### config.mk
export PLATFORM = sky130hd
export DESIGN_NAME = obcd_top
export DESIGN_NICKNAME = d
export VERILOG_FILES = /design/src/rtl/obcd_key_chk.v /design/src/rtl/obcd_opt_mem.v /design/src/rtl/obcd_top.v
export VERILOG_INCLUDE_DIRS = /design/src /design/src/shared
export SDC_FILE = /design/constraint.sdc
export NUM_CORES = 1
export LEC_CHECK = 0
export ABC_AREA = 1
export BUFFER_PORTS_ARGS = -buffer_cell sky130_fd_sc_hd__buf_2
export CORE_MARGIN = 2
export CORE_UTILIZATION = 54
export CTS_BUF_LIST = sky130_fd_sc_hd__clkbuf_4
export CTS_CLUSTER_SIZE = 28
export DETAILED_ROUTE_END_ITERATION = 10
export PLACE_DENSITY = 0.83
export RECOVER_POWER = 100
export SETUP_SLACK_MARGIN = 0.05
export SLEW_MARGIN = 20
export SYNTH_ARGS = -nofsm -noshare
export SYNTH_HDL_FRONTEND = slang
export SYNTH_SLANG_ARGS = --single-unit
export TNS_END_PERCENT = 20
### constraint.sdc
create_clock -name pclk -period 1.2 [get_ports pclk]
set_input_delay 0.06 -clock pclk [delete_from_list [all_inputs] [get_ports pclk]]
set_output_delay 0.06 -clock pclk [all_outputs]
set_load 0.01 [all_outputs]
### src/shared/obcd_map.vh
`ifndef OBCD_MAP_VH
`define OBCD_MAP_VH

// ----------------------------------------------------------------
// Register word indices (byte address = index * 4)
// ----------------------------------------------------------------
`define OBCD_IDX_STATUS    4'h0
`define OBCD_IDX_LIVE      4'h1
`define OBCD_IDX_CLKDOG    4'h3
`define OBCD_IDX_OSCWAKE   4'h4
`define OBCD_IDX_SETTLE    4'h5
`define OBCD_IDX_UNPROT    4'h6
`define OBCD_IDX_RSVD      4'h7
`define OBCD_IDX_KEY0      4'h8
`define OBCD_IDX_KEY3      4'hB
`define OBCD_IDX_FIRST     4'h3
`define OBCD_IDX_LAST      4'hB

// ----------------------------------------------------------------
// Field positions in clock_watchdog_options
// ----------------------------------------------------------------
`define OBCD_CW_HALT_RST   0
`define OBCD_CW_WIN_HW     1
`define OBCD_CW_IND_HW     2
`define OBCD_CW_SLOW_CPU   3
`define OBCD_CW_TRIM4      4

// ----------------------------------------------------------------
// Field positions in oscillator_wakeup_options
// ----------------------------------------------------------------
`define OBCD_OW_WAKEUP_PRESCALE_CODE_LO    0
`define OBCD_OW_WAKEUP_PRESCALE_CODE_HI    1
`define OBCD_OW_WAKE_SEL   2
`define OBCD_OW_EXT_CLK    3

// ----------------------------------------------------------------
// Status fields
// ----------------------------------------------------------------
`define OBCD_ST_LOADED     0
`define OBCD_ST_WAKEUP_PRESCALE_CODE_RSVD  1
`define OBCD_ST_SETTLE_BAD 2
`define OBCD_ST_KEYBAD_LO  4

// ----------------------------------------------------------------
// Codes and counts
// ----------------------------------------------------------------
`define OBCD_WAKEUP_PRESCALE_CODE_RSVD     2'b00
`define OBCD_UNPROT_OFF    4'b0101
`define OBCD_SETTLE_CODE0  8'hE1
`define OBCD_SETTLE_CODE1  8'hD2
`define OBCD_SETTLE_CODE2  8'hB4
`define OBCD_SETTLE_CODE3  8'h00
`define OBCD_SETTLE_HALF0  13'h0001
`define OBCD_SETTLE_HALF1  13'h0010
`define OBCD_SETTLE_HALF2  13'h0100
`define OBCD_SETTLE_HALF3  13'h1000
`define OBCD_KEY_LOW       8'h00
`define OBCD_KEY_HIGH      8'hFF

// ----------------------------------------------------------------
// Reset values of the active configuration
// ----------------------------------------------------------------
`define OBCD_RST_BYTE      8'h00
`define OBCD_RST_UNPROT    8'h05

`endif

### src/rtl/obcd_key_chk.v
`timescale 1ns/10ps
`include "obcd_map.vh"
// Flags a key byte that holds a forbidden all-zero or all-one value
module obcd_key_chk #(
   parameter W = 8
) (
   // Key in
   input  wire [W-1:0] key,
   // Result
   output wire         bad
);

   // Forbidden values
   assign bad = (key == `OBCD_KEY_LOW) | (key == `OBCD_KEY_HIGH);

endmodule

### src/rtl/obcd_opt_mem.v
`timescale 1ns/10ps
// Option byte store, kept across resets, registered read data
module obcd_opt_mem #(
   parameter DEPTH  = 16,
   parameter AW     = 4
) (
   // Clock
   input  wire          pclk,
   input  wire          ce,
   // Write port
   input  wire          wr_en,
   input  wire [AW-1:0] wr_addr,
   input  wire [7:0]    wr_data,
   // Read port
   input  wire          rd_en,
   input  wire [AW-1:0] rd_addr,
   output reg  [7:0]    rd_data
);

   reg [7:0] mem_q [0:DEPTH-1];

   // Array write and registered read
   always @(posedge pclk) begin
      if (ce) begin
         if (wr_en) begin
            mem_q[wr_addr] <= wr_data;
         end
         if (rd_en) begin
            rd_data <= mem_q[rd_addr];
         end
      end
   end

endmodule

### src/rtl/obcd_top.v
`timescale 1ns/10ps
`include "obcd_map.vh"

// Overview of operation
// Trim option bit picks 3-bit trimming when clear, 4-bit when set.
// Slow clock bit set lets the low speed clock feed the CPU.
// Independent watchdog starts by hardware when its bit is set.
// Window watchdog activated by hardware when its bit is set.
// Active window watchdog plus halt-reset bit makes Halt produce a reset.
// External clock bit: clear is crystal, set is clock on input pin.
// Wakeup unit gets slow internal clock when clear, prescaled oscillator when set.
// Prescale code 01, 10, 11 for 16, 8, 4 MHz; 00 reserved.
// Settle byte E1, D2, B4, 00 gives 0.5, 8, 128, 2048 cycles.
// Unprotect field 0101 disables temporary unprotection; other values enable it.
// Programmer must keep each key byte away from 0x00 and 0xFF.
// Options load once after reset and stay fixed until next reset.
module obcd_top #(
   parameter ADDR_W = 8
) (
   // APB slave
   input  wire              pclk,
   input  wire              presetn,
   input  wire              ce,
   input  wire              psel,
   input  wire              penable,
   input  wire              pwrite,
   input  wire [ADDR_W-1:0] paddr,
   input  wire [31:0]       pwdata,
   output wire              pready,
   output wire              pslverr,
   output wire [31:0]       prdata,
   // Watchdog and halt inputs
   input  wire              window_dog_active,
   input  wire              halt_entry,
   // Configuration release
   output wire              cfg_valid,
   // Clock controller
   output wire              rc_trim_width_sel,
   output wire              slow_clock_cpu_allow,
   output wire              ext_clock_input_sel,
   output wire [12:0]       osc_settle_half_cycles,
   // Watchdogs
   output wire              indep_dog_auto_start,
   output wire              window_dog_auto_start,
   output wire              window_dog_halt_reset,
   output wire              halt_reset_req,
   // Auto-wakeup unit
   output wire              wakeup_clock_sel,
   output wire [1:0]        wakeup_prescale_code,
   // Memory protection
   output wire              temp_unprotect_enable,
   output wire [7:0]        temp_unprotect_key0,
   output wire [7:0]        temp_unprotect_key1,
   output wire [7:0]        temp_unprotect_key2,
   output wire [7:0]        temp_unprotect_key3
);

   // ----------------------------------------------------------------
   // Loader states
   // ----------------------------------------------------------------
   localparam [1:0] ST_IDLE   = 2'b00;
   localparam [1:0] ST_LOAD   = 2'b01;
   localparam [1:0] ST_DECODE = 2'b10;
   localparam [1:0] ST_DONE   = 2'b11;

   // ----------------------------------------------------------------
   // Declarations
   // ----------------------------------------------------------------
   reg  [1:0]  state_q;
   reg  [1:0]  state_d;
   reg  [3:0]  idx_q;
   reg  [3:0]  idx_d;
   reg  [3:0]  cap_idx_q;
   reg         cap_vld_q;
   reg  [7:0]  raw_cw_q;
   reg  [7:0]  raw_ow_q;
   reg  [7:0]  raw_st_q;
   reg  [7:0]  raw_up_q;
   reg  [7:0]  key_q [0:3];
   reg         loaded_q;
   reg         trim_q;
   reg         slow_q;
   reg         ind_hw_q;
   reg         win_hw_q;
   reg         halt_q;
   reg         ext_q;
   reg         wake_q;
   reg  [1:0]  wakeup_prescale_code_q;
   reg  [12:0] settle_q;
   reg         settle_bad_q;
   reg         unprot_q;
   reg         halt_req_q;
   reg         rd_ok_q;
   reg  [31:0] prdata_q;
   reg  [12:0] settle_d;
   reg         settle_bad_d;
   reg  [31:0] rdata_d;
   reg         map_ok;
   wire [3:0]  key_bad;
   wire [7:0]  mem_rd_data;
   wire [3:0]  reg_idx;
   wire        apb_access;
   wire        apb_wr;
   wire        apb_rd;
   wire        mem_wr;
   wire        mem_rd;
   wire        idx_in_range;

   // ----------------------------------------------------------------
   // Option byte store
   // ----------------------------------------------------------------
   obcd_opt_mem #(
      .DEPTH   (16),
      .AW      (4)
   ) u_mem (
      .pclk    (pclk),
      .ce      (ce),
      .wr_en   (mem_wr),
      .wr_addr (reg_idx),
      .wr_data (pwdata[7:0]),
      .rd_en   (mem_rd),
      .rd_addr (idx_q),
      .rd_data (mem_rd_data)
   );

   // ----------------------------------------------------------------
   // Key sanity checks
   // ----------------------------------------------------------------
   genvar gi;
   generate
      for (gi = 0; gi < 4; gi = gi + 1) begin : g_key
         obcd_key_chk #(
            .W   (8)
         ) u_chk (
            .key (key_q[gi]),
            .bad (key_bad[gi])
         );
      end
   endgenerate

   // ----------------------------------------------------------------
   // APB decode
   // ----------------------------------------------------------------
   assign reg_idx      = paddr[5:2];
   assign apb_access   = psel & penable;
   assign idx_in_range = (reg_idx >= `OBCD_IDX_FIRST) & (reg_idx <= `OBCD_IDX_LAST);
   assign apb_wr       = ce & apb_access & pwrite;
   assign apb_rd       = ce & apb_access & ~pwrite & ~rd_ok_q;
   // Writes program the store only; live values change at next reset
   assign mem_wr       = apb_wr & map_ok & idx_in_range &
                         (reg_idx != `OBCD_IDX_RSVD);
   assign mem_rd       = (state_q == ST_LOAD);

   // Legal addresses: status, live view and option words
   always @* begin
      map_ok = 1'b0;
      if ((paddr[ADDR_W-1:6] == {(ADDR_W-6){1'b0}}) && (paddr[1:0] == 2'b00)) begin
         map_ok = idx_in_range | (reg_idx == `OBCD_IDX_STATUS) |
                  (reg_idx == `OBCD_IDX_LIVE);
      end
   end

   // Writes finish at once, reads after one wait state
   assign pready  = ce & apb_access & (pwrite | rd_ok_q);
   assign pslverr = pready & ~map_ok;
   assign prdata  = prdata_q;

   // Read data multiplexer
   always @* begin
      rdata_d = 32'h0000_0000;
      case (reg_idx)
         `OBCD_IDX_STATUS: begin
            rdata_d[`OBCD_ST_LOADED]     = loaded_q;
            rdata_d[`OBCD_ST_WAKEUP_PRESCALE_CODE_RSVD]  = (wakeup_prescale_code_q == `OBCD_WAKEUP_PRESCALE_CODE_RSVD);
            rdata_d[`OBCD_ST_SETTLE_BAD] = settle_bad_q;
            rdata_d[`OBCD_ST_KEYBAD_LO+3:`OBCD_ST_KEYBAD_LO] = key_bad;
         end
         `OBCD_IDX_LIVE: begin
            rdata_d[0] = window_dog_active;
            rdata_d[1] = halt_entry;
            rdata_d[2] = unprot_q;
         end
         4'h3: rdata_d[7:0] = raw_cw_q;
         4'h4: rdata_d[7:0] = raw_ow_q;
         4'h5: rdata_d[7:0] = raw_st_q;
         4'h6: rdata_d[7:0] = raw_up_q;
         4'h8: rdata_d[7:0] = key_q[0];
         4'h9: rdata_d[7:0] = key_q[1];
         4'hA: rdata_d[7:0] = key_q[2];
         4'hB: rdata_d[7:0] = key_q[3];
         default: rdata_d = 32'h0000_0000;
      endcase
      if (!map_ok) begin
         rdata_d = 32'h0000_0000;
      end
   end

   // Read wait state and data register
   always @(posedge pclk or negedge presetn) begin
      if (!presetn) begin
         rd_ok_q  <= 1'b0;
         prdata_q <= 32'h0000_0000;
      end else if (ce) begin
         if (apb_rd) begin
            rd_ok_q  <= 1'b1;
            prdata_q <= rdata_d;
         end else if (pready) begin
            rd_ok_q  <= 1'b0;
         end
      end
   end

   // ----------------------------------------------------------------
   // Loader sequence
   // ----------------------------------------------------------------
   // Next state: walk indices, then decode once
   always @* begin
      state_d = state_q;
      idx_d   = idx_q;
      case (state_q)
         ST_IDLE: begin
            state_d = ST_LOAD;
            idx_d   = `OBCD_IDX_FIRST;
         end
         ST_LOAD: begin
            if (idx_q == `OBCD_IDX_LAST) begin
               state_d = ST_DECODE;
            end else begin
               idx_d = idx_q + 4'h1;
            end
         end
         ST_DECODE: begin
            state_d = ST_DONE;
         end
         ST_DONE: begin
            state_d = ST_DONE;
         end
         default: begin
            state_d = ST_IDLE;
         end
      endcase
   end

   // State register and capture pipeline tag
   always @(posedge pclk or negedge presetn) begin
      if (!presetn) begin
         state_q   <= ST_IDLE;
         idx_q     <= 4'h0;
         cap_idx_q <= 4'h0;
         cap_vld_q <= 1'b0;
      end else if (ce) begin
         state_q   <= state_d;
         idx_q     <= idx_d;
         cap_idx_q <= idx_q;
         cap_vld_q <= mem_rd;
      end
   end

   // Raw option bytes captured one cycle after each read
   always @(posedge pclk or negedge presetn) begin
      if (!presetn) begin
         raw_cw_q <= `OBCD_RST_BYTE;
         raw_ow_q <= `OBCD_RST_BYTE;
         raw_st_q <= `OBCD_RST_BYTE;
         raw_up_q <= `OBCD_RST_UNPROT;
         key_q[0] <= `OBCD_RST_BYTE;
         key_q[1] <= `OBCD_RST_BYTE;
         key_q[2] <= `OBCD_RST_BYTE;
         key_q[3] <= `OBCD_RST_BYTE;
      end else if (ce && cap_vld_q) begin
         case (cap_idx_q)
            `OBCD_IDX_CLKDOG:  raw_cw_q <= mem_rd_data;
            `OBCD_IDX_OSCWAKE: raw_ow_q <= mem_rd_data;
            `OBCD_IDX_SETTLE:  raw_st_q <= mem_rd_data;
            `OBCD_IDX_UNPROT:  raw_up_q <= mem_rd_data;
            4'h8:              key_q[0] <= mem_rd_data;
            4'h9:              key_q[1] <= mem_rd_data;
            4'hA:              key_q[2] <= mem_rd_data;
            4'hB:              key_q[3] <= mem_rd_data;
            default:           raw_cw_q <= raw_cw_q;
         endcase
      end
   end

   // ----------------------------------------------------------------
   // Decode
   // ----------------------------------------------------------------
   // Settle byte to half-cycle count; unknown codes take the longest wait
   always @* begin
      settle_d     = `OBCD_SETTLE_HALF3;
      settle_bad_d = 1'b0;
      case (raw_st_q)
         `OBCD_SETTLE_CODE0: settle_d = `OBCD_SETTLE_HALF0;
         `OBCD_SETTLE_CODE1: settle_d = `OBCD_SETTLE_HALF1;
         `OBCD_SETTLE_CODE2: settle_d = `OBCD_SETTLE_HALF2;
         `OBCD_SETTLE_CODE3: settle_d = `OBCD_SETTLE_HALF3;
         default: begin
            settle_d     = `OBCD_SETTLE_HALF3;
            settle_bad_d = 1'b1;
         end
      endcase
   end

   // Decoded configuration, written once per reset
   always @(posedge pclk or negedge presetn) begin
      if (!presetn) begin
         loaded_q     <= 1'b0;
         trim_q       <= 1'b0;
         slow_q       <= 1'b0;
         ind_hw_q     <= 1'b0;
         win_hw_q     <= 1'b0;
         halt_q       <= 1'b0;
         ext_q        <= 1'b0;
         wake_q       <= 1'b0;
         wakeup_prescale_code_q       <= 2'b00;
         settle_q     <= `OBCD_SETTLE_HALF3;
         settle_bad_q <= 1'b0;
         unprot_q     <= 1'b0;
      end else if (ce && (state_q == ST_DECODE)) begin
         loaded_q     <= 1'b1;
         trim_q       <= raw_cw_q[`OBCD_CW_TRIM4];
         slow_q       <= raw_cw_q[`OBCD_CW_SLOW_CPU];
         ind_hw_q     <= raw_cw_q[`OBCD_CW_IND_HW];
         win_hw_q     <= raw_cw_q[`OBCD_CW_WIN_HW];
         halt_q       <= raw_cw_q[`OBCD_CW_HALT_RST];
         ext_q        <= raw_ow_q[`OBCD_OW_EXT_CLK];
         wake_q       <= raw_ow_q[`OBCD_OW_WAKE_SEL];
         wakeup_prescale_code_q       <= raw_ow_q[`OBCD_OW_WAKEUP_PRESCALE_CODE_HI:`OBCD_OW_WAKEUP_PRESCALE_CODE_LO];
         settle_q     <= settle_d;
         settle_bad_q <= settle_bad_d;
         unprot_q     <= (raw_up_q[3:0] != `OBCD_UNPROT_OFF);
      end
   end

   // ----------------------------------------------------------------
   // Halt reset request
   // ----------------------------------------------------------------
   // Reset on Halt only when the window watchdog runs and the bit is set
   always @(posedge pclk or negedge presetn) begin
      if (!presetn) begin
         halt_req_q <= 1'b0;
      end else if (ce) begin
         halt_req_q <= loaded_q & halt_q & window_dog_active & halt_entry;
      end
   end

   // ----------------------------------------------------------------
   // Outputs
   // ----------------------------------------------------------------
   // Downstream units stay held until the decode step has run
   assign cfg_valid              = loaded_q;
   assign rc_trim_width_sel      = trim_q;
   assign slow_clock_cpu_allow   = slow_q;
   assign ext_clock_input_sel    = ext_q;
   assign osc_settle_half_cycles = settle_q;
   assign indep_dog_auto_start   = ind_hw_q;
   assign window_dog_auto_start  = win_hw_q;
   assign window_dog_halt_reset  = halt_q;
   assign halt_reset_req         = halt_req_q;
   assign wakeup_clock_sel       = wake_q;
   // Reserved code 00 passed through; status flags it
   assign wakeup_prescale_code   = wakeup_prescale_code_q;
   assign temp_unprotect_enable  = unprot_q;
   // Keys released only with the configuration
   assign temp_unprotect_key0    = loaded_q ? key_q[0] : `OBCD_RST_BYTE;
   assign temp_unprotect_key1    = loaded_q ? key_q[1] : `OBCD_RST_BYTE;
   assign temp_unprotect_key2    = loaded_q ? key_q[2] : `OBCD_RST_BYTE;
   assign temp_unprotect_key3    = loaded_q ? key_q[3] : `OBCD_RST_BYTE;

endmodule

==> results.yml <==
timing:
  post-route-period-util_pct: 137
  fmax_ghz: 0.607
  finalMaxSlewViolations: 0
  relSlewSlack_pct: 52.1
  worst_pin_slew_ns: 0.718
  fin_worst_skew_ns: 0.0439
  setup_slack_ns: -0.446
  tns_ns: -22.28
  setup_viol: 109
  period_needed_ns: 1.65
  finalHoldViolations: 0
  rsz0062_at_grt: "true"
place:
  hpwl_um: 18100
  placedCellCount: 1601
  gp_congestion: 0.913
  port_buffers: 81
  placed_area_um2: 12600
routing:
  vias: 9154
  routed_wl_um: 28100
  route.detailed.drc: 0
  drtAntennaViolNets: 0
  drtIter0Drc: 831
  first_pass_iters: 6
  post_drt_wl_per_cell_um: 16.2
  viasPerCell: 5.29
layout:
  mostFrequentLayoutCells: "265 x nand2_1, 136 x edfxtp_1, 132 x nor2_1"
  nets: 1465
  seqCellArea_um2: 6620
  stdcell_area_um2: 13600
  layout_commonest_cell: "nand2_1"
  drive_above_1_share_pct: 22.8
  synthToLayoutAreaGrowth_pct: 26.2
  stdcell_count: 1731
  multiInputGateArea_um2: 3950
  nFillCells: 1437
setup_path:
  reg2reg_slack_ns: -0.33
  path_max_fanout: 17
  crit_path_start_kind: "register"
  r2r-end: "u_mem.rd_data[6]"
  arrival_ns: 1.59
  worst_ep_required_time_ns: 1.14
  r2r_cells: 8
  r2r-start: "idx_q[0]"
  crit_path_end_kind: "output port"
  crit_path_cell_trace: "buf_12 > nand2_1 > inv_1 > buf_2"
  critical_path.max_stage_delay_ns: 0.47
  crit_slowest_cell: "dfrtp_2"
  path_class: "reg -> out"
power_and_ir_drop:
  p_per_area_nw_per_um2: 1840
  p_leak_nw: 6.29
  vdd_ir_drop_max_mv: 1.27
yosys:
  yosysSeqAreaShare_pct: 61.5
  synth.largest_area_cell: "edfxtp_1"
  ys_ff_latch: 237
  syn_avg_cell_area_um2: 9.39
  netlist.area_leader.share_pct: 38.0
  synthTopCellsByArea: "edfxtp_1 38%, dfrtp_1 23%, nand2_1 9.6%"
  synth_area_um2: 10800
  syn_inst: 1145
  ys_types: 33
  yosysWarnings: 0
cts:
  path_clk_slew_ns: 0.08
  cts-root-buf: "clkbuf_4"
  cts_buffers: 57
  cts_sinks: 237
  clk_latency_ns: 0.68
  cts_buffer_depth: 3
  tritoncts: "done"
  cts_max_level: 2
die:
  dieArea_um2: 21100
  start_util_pct: 55.1
  die_h_um: 145
  core_um2: 19500
  io_pins: 139
  die_w_um: 145
  row_count: 51
job:
  maxCapViolations: 0
grt:
  first_global_vias: 8992
  grt_overflow: 0
  grt_max_degree: 48
  gr-usage-all-layers_pct: 26.2
  antenna_found_initial: 1
  grt_pass1_wl_um: 44200
status:
  status: "finished, violations left"
  violations: "setup timing"
min_path:
  min_path_cells: 7
  worstHoldStart: "paddr[2]"
  hp-class: "in -> reg"
  hold_end: "prdata[3]"
metrics by stage:
stage,total power [mW],setup slack [ns],hold WS [ns],utilization [%]
5_1_grt,26.4,-0.514,0.0579,69.5
2_1_floorplan,15.1,-0.0764,-0.236,-
3_3_place_gp,17.6,-0.275,-0.0565,64.4
4_1_cts,24.8,-0.442,-0.0143,69.9
3_5_place_dp,17.9,-0.336,-0.0539,64.4
6_report,25.0,-0.446,0.0506,69.5
how the worst max path moves through the flow:
stage	start	slack (ns)	cells past startpoint	endpoint
2_1_floorplan	idx_q[0]	-0.08	9	u_mem.rd_data[3]
3_3_place_gp	paddr[5]	-0.28	8	u_mem.mem_q[11][0]
3_5_place_dp	idx_q[0]	-0.34	6	idx_q[0]
4_1_cts	rd_ok_q	-0.44	4	pslverr
5_1_grt	rd_ok_q	-0.51	4	pslverr
6_report	cfg_valid	-0.45	4	temp_unprotect_key3[0]
cells in the mapped netlist (all sizes together):
library cell	number
a22oi	1
o21ai	146
inv	83
dfrtp	98
buf	56
clkinv	4
nor2	155
conb	1
nand2	276
o21bai	1
a21oi	17
ha	1
o2111ai	1
or2	2
nor3	7
edfxtp	136
dfstp	3
xor2	2
clkbuf	25
a41oi	1
nand4	5
o211ai	32
nand3	92
registers in the layout, summed over array words and instances (netlist names), 2 cells and up:
name	count
raw_st_q	8
state_q	2
raw_ow_q	8
raw_up_q	8
key_q	32
u_mem.mem_q	128
u_mem.rd_data	8
wakeup_prescale_code	2
osc_settle_half_cycles	4
idx_q	4
prdata	8
raw_cw_q	8
cap_idx_q	4
what timing repair did:
item / in CTS / in global routing
setup buffers: 3 / 1
hold buffers: 16 / 0
setup endpoints to repair: 129 / 159
resized for setup: 53 / 29
cloned: 0 / 1
pin swaps: 11 / 3
hold endpoints to repair: 247 / 0
power breakdown:
group / internal, mW / leakage (nW) / switching [mW] / total, mW
clock network: 3.31 / 0.443 / 3.25 / 6.56
registers: 10.0 / 2.61 / 1.31 / 11.3
logic: 2.90 / 3.23 / 4.17 / 7.07
total: 16.2 / 6.29 / 8.73 / 25.0
cell families after synthesis:
kind of cell / synth area share, %
simple gates: 20.6
other cells: 0.0349
xor+xnor: 0.163
flops: 61.5
fa+ha+maj: 0.116
buf+inv: 7.40
compound gates: 10.1
per-layer routing:
| metal | wire, µm | GRT usage [%] | share of wire, % | up-vias |
|---|---|---|---|---|
| met1 | 10600 | 31.7 | 38 | 4335 |
| li1 | - | - | - | 4290 |
| met3 | 2010 | 5.00 | 7.1 | 77 |
| met5 | 0 | 0 | 0 | - |
| met4 | 1060 | 12.6 | 3.8 | 0 |
| met2 | 14400 | 45.3 | 51 | 452 |
critical path: cells and delay by family, from the launching register on:
family | cells | cell delay (ns)
buffers and inverters | 3 | 0.35
DFF | 1 | 0.47
and+or+nand+nor | 1 | 0.08
layout make-up:
| cell class | count | share of cell area [%] |
|---|---|---|
| Sequential cell | 237 | 48.8 |
| Antenna cell | 2 | 0.0369 |
| Clock inverter | 21 | 0.692 |
| Tap cell | 265 | 2.44 |
| Multi-Input combinational cell | 836 | 29.1 |
| Clock buffer | 86 | 4.76 |
| Timing Repair Buffer | 197 | 11.7 |
| Inverter | 87 | 2.43 |
Power figures use the tool's default switching activity.
